File: config.mk
export PLATFORM = sky130hd
export DESIGN_NAME = ptc_tick_counter
export DESIGN_NICKNAME = d
export VERILOG_FILES = /design/src/ptc_pkg.sv /design/src/ptc_tick_counter.sv /design/src/ptc_source_edge.sv
export SDC_FILE = /design/constraint.sdc
export NUM_CORES = 1
export LEC_CHECK = 0
export BUFFER_PORTS_ARGS = -buffer_cell sky130_fd_sc_hd__buf_2
export CAP_MARGIN = 20
export CORE_MARGIN = 2
export CORE_UTILIZATION = 50
export DETAILED_ROUTE_END_ITERATION = 8
export PLACE_DENSITY = 0.82
export SETUP_SLACK_MARGIN = 0.15
export SLEW_MARGIN = 5
export SYNTH_ARGS = -nofsm -noshare
export SYNTH_HDL_FRONTEND = slang
export SYNTH_SLANG_ARGS = --single-unit
File: constraint.sdc
create_clock -name clk_i -period 3.6 [get_ports clk_i]
set_input_delay 0.54 -clock clk_i [delete_from_list [all_inputs] [get_ports clk_i]]
set_output_delay 0.54 -clock clk_i [all_outputs]
set_load 0.03 [all_outputs]
File: src/ptc_pkg.sv
// Package with register map, field layout, reset values and divide table of the tick counter
package ptc_pkg;

    // ------------------------------------------------------------------
    // Register map (word offsets on the bus)
    // ------------------------------------------------------------------
    localparam logic [1:0] PTC_IDX_STATUS_CONTROL = 2'h0;
    localparam logic [1:0] PTC_IDX_TICK_COUNT     = 2'h1;
    localparam logic [1:0] PTC_IDX_MATCH_LIMIT    = 2'h2;

    // ------------------------------------------------------------------
    // Field layout of the status/control byte
    // ------------------------------------------------------------------
    localparam int PTC_BIT_MATCH_FLAG       = 7;
    localparam int PTC_BIT_SRC_HI           = 6;
    localparam int PTC_BIT_SRC_LO           = 5;
    localparam int PTC_BIT_MATCH_IRQ_ENABLE = 4;
    localparam int PTC_BIT_DIV_HI           = 3;
    localparam int PTC_BIT_DIV_LO           = 0;

    // ------------------------------------------------------------------
    // Reset values and widths
    // ------------------------------------------------------------------
    localparam logic [7:0] PTC_RST_COUNT  = 8'h00;
    localparam logic [7:0] PTC_RST_LIMIT  = 8'h00;
    localparam logic [1:0] PTC_RST_SOURCE = 2'h0;
    localparam logic [3:0] PTC_RST_DIV    = 4'h0;
    localparam int         PTC_PRESC_W    = 18;
    localparam logic [1:0] PTC_SRC_LOW_POWER = 2'h0;
    localparam logic [1:0] PTC_SRC_EXTERNAL  = 2'h1;

    // ------------------------------------------------------------------
    // Divide ratio from source low bit and divider code
    // ------------------------------------------------------------------
    function automatic logic [PTC_PRESC_W-1:0] ptc_divide_ratio(input logic src_lo,
                                                                input logic [3:0] div);
        logic [PTC_PRESC_W-1:0] r;
        r = 18'h0_0001;
        if (!src_lo) begin
            case (div)
                4'h1:    r = 18'h0_0008;
                4'h2:    r = 18'h0_0020;
                4'h3:    r = 18'h0_0040;
                4'h4:    r = 18'h0_0080;
                4'h5:    r = 18'h0_0100;
                4'h6:    r = 18'h0_0200;
                4'h7:    r = 18'h0_0400;
                4'h8:    r = 18'h0_0001;
                4'h9:    r = 18'h0_0002;
                4'hA:    r = 18'h0_0004;
                4'hB:    r = 18'h0_000A;
                4'hC:    r = 18'h0_0010;
                4'hD:    r = 18'h0_0064;
                4'hE:    r = 18'h0_01F4;
                4'hF:    r = 18'h0_03E8;
                default: r = 18'h0_0001;
            endcase
        end else begin
            case (div)
                4'h1:    r = 18'h0_0400;
                4'h2:    r = 18'h0_0800;
                4'h3:    r = 18'h0_1000;
                4'h4:    r = 18'h0_2000;
                4'h5:    r = 18'h0_4000;
                4'h6:    r = 18'h0_8000;
                4'h7:    r = 18'h1_0000;
                4'h8:    r = 18'h0_03E8;
                4'h9:    r = 18'h0_07D0;
                4'hA:    r = 18'h0_1388;
                4'hB:    r = 18'h0_2710;
                4'hC:    r = 18'h0_4E20;
                4'hD:    r = 18'h0_C350;
                4'hE:    r = 18'h1_86A0;
                4'hF:    r = 18'h3_0D40;
                default: r = 18'h0_0001;
            endcase
        end
        return r;
    endfunction : ptc_divide_ratio

endpackage : ptc_pkg

File: src/ptc_tick_counter.sv
// Periodic tick counter: prescaler, 8-bit match counter and Wishbone register slave
//
// Summary of operation
// - Count is readable; bus writes to the count register do nothing.
// - Count clears on reset, limit write, or changed source/divider write.
// - Match limit is a full 8-bit read/write byte, zero after reset.
// - Limit zero sets the flag on every prescaler output tick.
// - Any limit write clears prescaler and count, whatever the value.
// - After reset count is zero, limit zero, prescaler off.
// - Reset selects the low-power oscillator as the source.
// - Prescaler idles while divider code is zero, runs otherwise.
// - Source 00 low-power, 01 external, 1x internal reference.
// - Divider code and source low bit choose the ratio together.
// - Source low bit 0 ratios: 8..1024, then 1,2,4,10,16,100,500,1000.
// - Writing a different source clears prescaler and count.
// - Writing a different divider code clears prescaler and count.
// - Count steps once per tick up to the limit, then wraps.
// - Flag sets when the count goes from the limit to zero.
// - Interrupt request is flag AND enable; otherwise software polls.
// - Writing one to the flag clears it and its request.
// - Writing zero leaves the flag; reset clears flag, enable, selections.
`timescale 1ns/1ps
module ptc_tick_counter
    import ptc_pkg::*;
(
    // Clock and reset
    input  wire logic        clk_i,
    input  wire logic        rst_i,
    // Wishbone slave
    input  wire logic        cyc_i,
    input  wire logic        stb_i,
    input  wire logic        we_i,
    input  wire logic [3:0]  adr_i,
    input  wire logic [3:0]  sel_i,
    input  wire logic [31:0] dat_i,
    output logic      [31:0] dat_o,
    output logic             ack_o,
    // Source clocks from outside this domain
    input  wire logic        low_power_osc_clock_i,
    input  wire logic        external_ref_clock_i,
    input  wire logic        internal_ref_clock_i,
    // Interrupt request
    output logic             match_irq_o
);

    // ------------------------------------------------------------------
    // Declarations
    // ------------------------------------------------------------------
    logic [7:0]             tick_count_reg,  tick_count_next;
    logic [7:0]             match_limit_reg, match_limit_next;
    logic [1:0]             source_select_reg, source_select_next;
    logic [3:0]             divider_select_reg, divider_select_next;
    logic                   match_irq_enable_reg, match_irq_enable_next;
    logic                   match_flag_reg, match_flag_next;
    logic [PTC_PRESC_W-1:0] presc_reg, presc_next;
    logic [31:0]            dat_next;
    logic                   ack_next;
    logic                   irq_next;
    logic                   src_edge;
    logic                   take;
    logic                   wr_byte;
    logic                   wr_ctrl;
    logic                   wr_count;
    logic                   wr_limit;
    logic                   cfg_clear;
    logic                   tick;
    logic [PTC_PRESC_W-1:0] ratio;

    // ------------------------------------------------------------------
    // Source synchronisation and edge pulse
    // ------------------------------------------------------------------
    ptc_source_edge u_source_edge (
        .clk_i           (clk_i),
        .rst_i           (rst_i),
        .src_clk_i       ({internal_ref_clock_i, external_ref_clock_i,
                           low_power_osc_clock_i}),
        .source_select_i (source_select_reg),
        .src_edge_o      (src_edge)
    );

    // ------------------------------------------------------------------
    // Bus decode
    // ------------------------------------------------------------------
    // Request is taken once; ack blocks a second take of the same cycle
    always_comb begin
        take     = cyc_i & stb_i & ~ack_o;
        wr_byte  = take & we_i & sel_i[0];
        wr_ctrl  = 1'b0;
        wr_count = 1'b0;
        wr_limit = 1'b0;
        if (adr_i[3:2] == PTC_IDX_STATUS_CONTROL)
            wr_ctrl = wr_byte;
        else if (adr_i[3:2] == PTC_IDX_TICK_COUNT)
            wr_count = wr_byte;
        else if (adr_i[3:2] == PTC_IDX_MATCH_LIMIT)
            wr_limit = wr_byte;
    end

    // ------------------------------------------------------------------
    // Configuration registers
    // ------------------------------------------------------------------
    always_comb begin
        match_limit_next      = match_limit_reg;
        source_select_next    = source_select_reg;
        divider_select_next   = divider_select_reg;
        match_irq_enable_next = match_irq_enable_reg;
        if (wr_limit)
            match_limit_next = dat_i[7:0];
        if (wr_ctrl) begin
            source_select_next    = dat_i[PTC_BIT_SRC_HI:PTC_BIT_SRC_LO];
            divider_select_next   = dat_i[PTC_BIT_DIV_HI:PTC_BIT_DIV_LO];
            match_irq_enable_next = dat_i[PTC_BIT_MATCH_IRQ_ENABLE];
        end
        // Besides a limit write, only a changed selection restarts the count, so enable writes are harmless
        cfg_clear = wr_limit
                  | (wr_ctrl & (dat_i[PTC_BIT_SRC_HI:PTC_BIT_SRC_LO]
                                != source_select_reg))
                  | (wr_ctrl & (dat_i[PTC_BIT_DIV_HI:PTC_BIT_DIV_LO]
                                != divider_select_reg));
    end

    always_ff @(posedge clk_i) begin
        if (rst_i) begin
            match_limit_reg      <= PTC_RST_LIMIT;
            source_select_reg    <= PTC_RST_SOURCE;
            divider_select_reg   <= PTC_RST_DIV;
            match_irq_enable_reg <= 1'b0;
        end else begin
            match_limit_reg      <= match_limit_next;
            source_select_reg    <= source_select_next;
            divider_select_reg   <= divider_select_next;
            match_irq_enable_reg <= match_irq_enable_next;
        end
    end

    // ------------------------------------------------------------------
    // Prescaler
    // ------------------------------------------------------------------
    // Tick on the last source edge of each divide period
    always_comb begin
        ratio      = ptc_divide_ratio(source_select_reg[0],
                                      divider_select_reg);
        tick       = src_edge & (divider_select_reg != PTC_RST_DIV)
                   & (presc_reg == ratio - 18'h0_0001);
        presc_next = presc_reg;
        if (cfg_clear || divider_select_reg == PTC_RST_DIV || tick)
            presc_next = '0;
        else if (src_edge)
            presc_next = presc_reg + 18'h0_0001;
    end

    always_ff @(posedge clk_i) begin
        if (rst_i)
            presc_reg <= '0;
        else
            presc_reg <= presc_next;
    end

    // ------------------------------------------------------------------
    // Counter and match flag
    // ------------------------------------------------------------------
    // A clear from software wins over a tick in the same cycle for the count
    always_comb begin
        tick_count_next = tick_count_reg;
        if (cfg_clear)
            tick_count_next = PTC_RST_COUNT;
        else if (tick && tick_count_reg == match_limit_reg)
            tick_count_next = PTC_RST_COUNT;
        else if (tick)
            tick_count_next = tick_count_reg + 8'h01;
        match_flag_next = match_flag_reg;
        if (wr_ctrl && dat_i[PTC_BIT_MATCH_FLAG])
            match_flag_next = 1'b0;
        // Setting beats clearing so no wrap is lost
        if (!cfg_clear && tick && tick_count_reg == match_limit_reg)
            match_flag_next = 1'b1;
        irq_next = match_flag_next & match_irq_enable_next;
    end

    always_ff @(posedge clk_i) begin
        if (rst_i) begin
            tick_count_reg <= PTC_RST_COUNT;
            match_flag_reg <= 1'b0;
            match_irq_o    <= 1'b0;
        end else begin
            tick_count_reg <= tick_count_next;
            match_flag_reg <= match_flag_next;
            match_irq_o    <= irq_next;
        end
    end

    // ------------------------------------------------------------------
    // Read data and acknowledge
    // ------------------------------------------------------------------
    // Unmapped words answer with zero data rather than an error
    always_comb begin
        ack_next = take;
        dat_next = dat_o;
        if (take) begin
            dat_next = 32'h0000_0000;
            if (adr_i[3:2] == PTC_IDX_STATUS_CONTROL)
                dat_next[7:0] = {match_flag_reg, source_select_reg,
                                 match_irq_enable_reg, divider_select_reg};
            else if (adr_i[3:2] == PTC_IDX_TICK_COUNT)
                dat_next[7:0] = tick_count_reg;
            else if (adr_i[3:2] == PTC_IDX_MATCH_LIMIT)
                dat_next[7:0] = match_limit_reg;
        end
    end

    always_ff @(posedge clk_i) begin
        if (rst_i) begin
            ack_o <= 1'b0;
            dat_o <= 32'h0000_0000;
        end else begin
            ack_o <= ack_next;
            dat_o <= dat_next;
        end
    end
endmodule : ptc_tick_counter

File: src/ptc_source_edge.sv
// Source clock synchronisers, source selector and rising-edge pulse of the tick counter
`timescale 1ns/1ps
module ptc_source_edge
    import ptc_pkg::*;
(
    // Clock and reset
    input  wire logic       clk_i,
    input  wire logic       rst_i,
    // Raw source clocks: low power, external, internal
    input  wire logic [2:0] src_clk_i,
    // Selection
    input  wire logic [1:0] source_select_i,
    // One-cycle pulse per rising edge of the chosen source
    output logic            src_edge_o
);

    logic [2:0] sync1_reg;
    logic [2:0] sync2_reg;
    logic       level;
    logic       prev_reg;
    logic       prev_next;
    logic       edge_next;

    // ------------------------------------------------------------------
    // Two-stage synchroniser per source
    // ------------------------------------------------------------------
    genvar g;
    generate
        for (g = 0; g < 3; g++) begin : g_sync
            // First stage feeds only the second stage
            always_ff @(posedge clk_i) begin
                if (rst_i) begin
                    sync1_reg[g] <= 1'b0;
                    sync2_reg[g] <= 1'b0;
                end else begin
                    sync1_reg[g] <= src_clk_i[g];
                    sync2_reg[g] <= sync1_reg[g];
                end
            end
        end
    endgenerate

    // ------------------------------------------------------------------
    // Selector and edge detector
    // ------------------------------------------------------------------
    // Upper select bit alone picks the internal reference
    always_comb begin
        if (source_select_i[1])
            level = sync2_reg[2];
        else if (source_select_i == PTC_SRC_EXTERNAL)
            level = sync2_reg[1];
        else
            level = sync2_reg[0];
        prev_next = level;
        edge_next = level & ~prev_reg;
    end

    // Edge pulse is registered so the counter sees a clean strobe
    always_ff @(posedge clk_i) begin
        if (rst_i) begin
            prev_reg   <= 1'b0;
            src_edge_o <= 1'b0;
        end else begin
            prev_reg   <= prev_next;
            src_edge_o <= edge_next;
        end
    end

endmodule : ptc_source_edge

# --- Word level (Yosys, flattened, before mapping) ---
# Memory sizes are Yosys's and may differ from the RTL's. A register that Yosys moved wholly into a read port is not among the register bits.
# Index checks and enable logic that the tools add are counted.
# Widths: inputs -> output; s select.
word_totals:
  regBits: 60
  romBits: 432
  out_inout_bits: 34
  n_memories: 2
mem_list:
  columns: ["memory", "words", "width", "rd", "rd_ports_with_merged_regs", "wr", "line_no", "text"]
  rows:
  - ["(name not given)", 16, 16, 1, 1, 0, "ptc_pkg.sv:59", "case (div)"]
  - ["(name not given)", 16, 11, 1, 1, 0, "ptc_pkg.sv:40", "case (div)"]
classes:
  add_sub_neg: 3
  n_eq_ne: 7
  muxes: 17
  n_bitwise: 14
  reduce_logical: 12
op_table:
  columns: ["op", "n"]
  rows:
  - ["$mux 8", 3]
  - ["$add 18x1->18 const B", 1]
  - ["$eq 18x18->1", 1]
  - ["$mux 18", 1]
  - ["$sub 18x1->18 const B", 1]
  - ["$mux 4", 4]
  - ["$and 1x1->1", 10]
  - ["$mux 1", 9]
  - ["$add 8x1->8 const B", 1]
  - ["$eq 8x8->1", 1]
  - ["$eq 2x1->1 const B", 2]
  - ["$logic_and 1x1->1", 4]
  - ["$logic_not 4->1", 1]
  - ["$ne 4x4->1", 1]
  - ["$reduce_bool 4->1", 1]
  - ["$reduce_or 3->1", 1]
  - ["$eq 2x2->1 const B", 1]
  - ["$logic_not 2->1", 1]
  - ["$logic_or 1x1->1", 2]
  - ["$ne 2x2->1", 1]
  - ["$not 1->1", 2]
  - ["$or 1x1->1", 2]
  - ["$reduce_or 2->1", 1]
  - ["$logic_not 1->1", 1]

# --- Logic depth before layout (Yosys ltp) ---
depth:
  ltp_word: 14
  depth_mapped: 17
  depth_no_buf: 10

# --- Hierarchy ---
# From an unflattened synthesis, not the netlist that was laid out.
unflattened:
  hier_cells: 577
  area_unflattened_um2: 4906.0
modules_own_cells:
  columns: ["module", "n_inst", "cells_each", "area_per_inst_um2"]
  rows:
  - ["ptc_tick_counter", 1, 558, 4665.7]
  - ["ptc_source_edge", 1, 19, 240.2]

# --- Worst setup path after synthesis ---
# No wires, ideal clock.
synth_timing:
  path_type: "reg2reg"
  startpoint: "register source_select_reg[0]"
  endpoint: "register tick_count_reg[0]"
  setup_time_ns: 0.115
  arrival_ns: 3.344
  required_time_ns: 3.485
  path_slack_ns: 0.142
  path_stages_with_launch: 16
  n_path_buf: 6
  synth_period_minus_slack_ns: 3.458
  path_cell_list: "dfxtp_1 buf_6 buf_6 buf_6 buf_4 buf_2 nand2b_1 ha_1 o21a_1 or4b_1 o32ai_1 o22ai_1 or4_1 buf_4 and2_1 o21a_1"
synth_via:
  elab_chain_len: 6
  word_cells_on_any_way: 10
  classes_between: "1 x add/sub; 2 x eq/ne; 1 x mux; 4 x bitwise; 2 x reduce/logical"
synth_lines:
  columns: ["item", "line_no", "text"]
  rows:
  - ["start: declaration", "ptc_tick_counter.sv:51", "logic [1:0] source_select_reg, source_select_next;"]
  - ["start signal: assignment", "ptc_tick_counter.sv:130", "source_select_reg <= source_select_next;"]
  - ["$mux 18", "ptc_pkg.sv:39", "if (!src_lo) begin"]
  - ["$sub 18x1->18", "ptc_tick_counter.sv:144", "& (presc_reg == ratio - 18'h0_0001);"]
  - ["$eq 18x18->1", "ptc_tick_counter.sv:144", null]
  - ["$and 1x1->1", "ptc_tick_counter.sv:144", null]
  - ["$logic_and 1x1->1", "ptc_tick_counter.sv:167", "else if (tick && tick_count_reg == match_limit_reg)"]
  - ["$reduce_or 3->1 (no source line)", null, null]
  - ["end signal: assignment", "ptc_tick_counter.sv:186", "tick_count_reg <= tick_count_next;"]
  - ["end: declaration", "ptc_tick_counter.sv:49", "logic [7:0] tick_count_reg, tick_count_next;"]
# Several ways; a longest one is shown, not always the timed one.
# A chain may end at the register's enable or synchronous reset.

# --- Worst setup path after layout ---
layout_timing:
  startpoint: "register source_select_reg[0]"
  endpoint: "register match_irq_o"
layout_via:
  elab_chain_len: 9
  word_cells_on_any_way: 13
  classes_between: "1 x add/sub; 2 x eq/ne; 2 x mux; 5 x bitwise; 3 x reduce/logical"
layout_lines:
  columns: ["item", "line_no", "text"]
  rows:
  - ["branches (longest 5 deep; another with $sub 18x1->18)", null, null]
  - ["$logic_and 1x1->1 * (2 in series)", "ptc_tick_counter.sv:175", "if (!cfg_clear && tick && tick_count_reg == match_limit_reg)"]
  - ["$mux 1 *", "ptc_tick_counter.sv:175", null]
  - ["$and 1x1->1 *", "ptc_tick_counter.sv:177", "irq_next = match_flag_next & match_irq_enable_next;"]
  - ["end signal: assignment", "ptc_tick_counter.sv:188", "match_irq_o <= irq_next;"]
  - ["end: declaration", "ptc_tick_counter.sv:43", "output logic match_irq_o"]
# Every way passes the cells marked *.

==> summary.txt <==
Global route
  • Vias in the first global route: 3,692
  • Largest net degree at the start of global routing: 33
  • Top Usage Layer GRT: met2
  • Met1 Use GR: 0.2827
  • Initial antenna violation count: 0
  • First-pass GRT wire length: 17.11 mm
  • GR Layer Usage met3: 0.05017
  • Gr usage total: 0.2061
  • Grt total ovfl: 0
  • Met2 usage: 0.3238

Synth
  • Seq/Total Area, Yosys: 0.3572
  • Mapped Cells: 576
  • Number of flops mapped to enable cells by yosys: 0
  • Synth Flop Type: dfxtp_1
  • Netlist cell types: 61
  • Post-synth ARST share: 0
  • Commonest cells post-synth: 87 x dfxtp_1, 68 x nor2_1, 45 x nand2_1
  • Post-synthesis sequential element count: 87
  • Syn Area/Cell: 8.465 um2
  • Area contributors post-synth: dfxtp_1 36%, mux2i_1 7.0%, xnor2_1 5.9%
  • Mapped cell area: 4876 um2
  • Most frequent cell after synthesis: dfxtp_1
  • Yosys top cell by area: dfxtp_1
  • Yosys top cell area share: 0.3572
  • Synth warn: 0

Placed design
  • Pre-CTS setup slack: 0.1534 ns
  • Routability congestion estimate: 0.8720
  • Port-buffer cells: 28
  • Placed Cells: 712
  • Dpl hpwl: 7.618 mm
  • Post-DP Area: 5004 um2

Route
  • DRC: 0
  • Routed wire length: 10.17 mm
  • Post-route ant nets: 0
  • Vias per cell: 5.486
  • First-pass DRT Iterations: 5
  • DRT iter0 DRCs: 324
  • Total vias in the final route: 3,994
  • Avg WL per Cell: 13.97 um

Outcome
  • Status: complete, no violations

STA
  • Slew Limit Fails: 0
  • Slack of the critical path: 0.4849 ns
  • Setup-failing EPs final: 0
  • Final hold viol count: 0
  • Rel. slew slack: 0.4088
  • Setup TNS: 0 ns
  • Crit path time final: 3.115 ns
  • RSZ-0062 raised after global routing: no
  • Hold Slack: 0.3678 ns
  • Final Skew: 0.01847 ns
  • Fin crit share: 0.8653
  • Max frequency: 321.0 MHz
  • Worst-Margin Slew: 0.8835 ns

Clock tree
  • CTS sink cnt: 87
  • Clk buf depth: 2
  • CTS tree: done
  • CTS H-tree depth: 3
  • Cts hold-fix bufs: 0
  • Clk Latency, worst-skew pair: 0.38 ns
  • Clk slew on worst S/H paths: 0.09 ns
  • TritonCTS buffer count: 9
  • Clock root buffer: clkbuf_8
  • Post-CTS setup buffer count: 0

Floorplan
  • Horiz. Die Dim: 102.8 um
  • Row Count: 36
  • Die Height: 102.8 um
  • Die ar.: 10,560 um2
  • Placeable core area: 9639 um2
  • Number of placed I/O pins: 82
  • Initial Util: 0.5058

Setup path
  • Critical path class: register to register
  • Critical path's top delay family: simple AND/OR/NAND/NOR gates
  • Crit Path Max Fanout: 23
  • Slowest-stage cell, CP: or4_4
  • Crit-path cells: mux2i_1 -> ha_1 -> o21ai_0 -> nor3_1 -> o211a_1 -> o22ai_1 -> or4_4 -> o21ai_1 -> and2_1
  • WP data required: 3.93 ns
  • Critical Path Start Type: register
  • Crit. End Element: register
  • Worst path bufs/invs: 0
  • Arrival @ worst endpoint: 3.44 ns
  • Highest cell delay on the worst timing path: 0.62 ns

Final layout
  • Layout cells sized above 1: 0.1176
  • Fin cells: 728
  • Fin area: 5205 um2
  • # diodes: 0
  • Area Overhead vs Synth: 6.749%
  • Core Util, Final: 0.5400
  • Layout Nets: 647

Flow run
  • Max Cap Violations: 0

Pwr
  • PD cells: 339.7 nW/um2
  • VDD IR max: 0.2440 mV
  • P_leak: 1.929 nW
  • Overall Power: 1.768 mW

Worst hold path
  • Hold Crit Class: input port to register
cells by family after synthesis:
group / Yosys count / synth area share
muxes: 35 / 0.07211
DFF: 87 / 0.3572
and+or+nand+nor: 231 / 0.2466
adders and majority gates: 9 / 0.02310
xor gates and xnor gates: 50 / 0.09135
AOI/OAI and AO/OA: 99 / 0.1327
other: 1 / 0.0007691
buffers and inverters: 64 / 0.07621
worst reg2reg max path, delay by kind of cell, from the launching register on:
family                     cells  cell delay, ns
and+or+nand+nor                3            1.11
muxes                          1            0.33
DFF                            1            0.50
adders and majority gates      1            0.28
AOI/OAI and AO/OA              4            0.85
cells in the final DEF (no fill, tap or decap), drive strengths merged, types with 16 or more instances in the layout:
| cell type | n |
|---|---|
| nand2 | 45 |
| nor2 | 68 |
| buf | 38 |
| dfxtp | 87 |
| a21oi | 26 |
| nor3 | 21 |
| mux2i | 34 |
| xnor2 | 34 |
| nand3 | 17 |
| conb | 24 |
| xor2 | 16 |
| nor2b | 20 |
| o21ai | 23 |
path summary, 6_finish.rpt:
path | cells past startpoint | endpoint | startpoint | slack, ns
worst max-delay path | 9 | match_irq_o | source_select_reg[0] | 0.48
worst min-delay path | 2 | u_source_edge.sync1_reg[2] | internal_ref_clock_i | 0.37
worst min register to register | 1 | u_source_edge.src_edge_o | u_source_edge.prev_reg | 0.44
worst max register to register | 9 | match_irq_o | source_select_reg[0] | 0.48
per-layer routing:
metal	routed length, um	vias up
met2	4669	118
li1	-	1998
met4	140	0
met1	4740	1868
met5	0	-
met3	619	10
repair_timing:
| action | CTS | global route |
|---|---|---|
| pin swaps | 0 | 0 |
| setup endpoints to repair | 2 | 27 |
| resized for setup | 1 | 2 |
report_power, final:
part / internal (mW) / switching, mW / leakage [nW]
Combinational: 0.0396 / 0.0964 / 1.13
Sequential: 0.973 / 0.00708 / 0.705
Clock: 0.280 / 0.372 / 0.0992
final cells by class:
cell class | instances | area (um2)
fill | 862 | 4434
multi-input combinational | 448 | 2867
sequential | 87 | 1745
timing repair buffer | 38 | 215.2
tap | 133 | 166.4
clock buffer | 10 | 137.6
clock inverter | 6 | 51.30
inverter | 6 | 22.52
No activity file was read; power rests on OpenSTA's default activity.
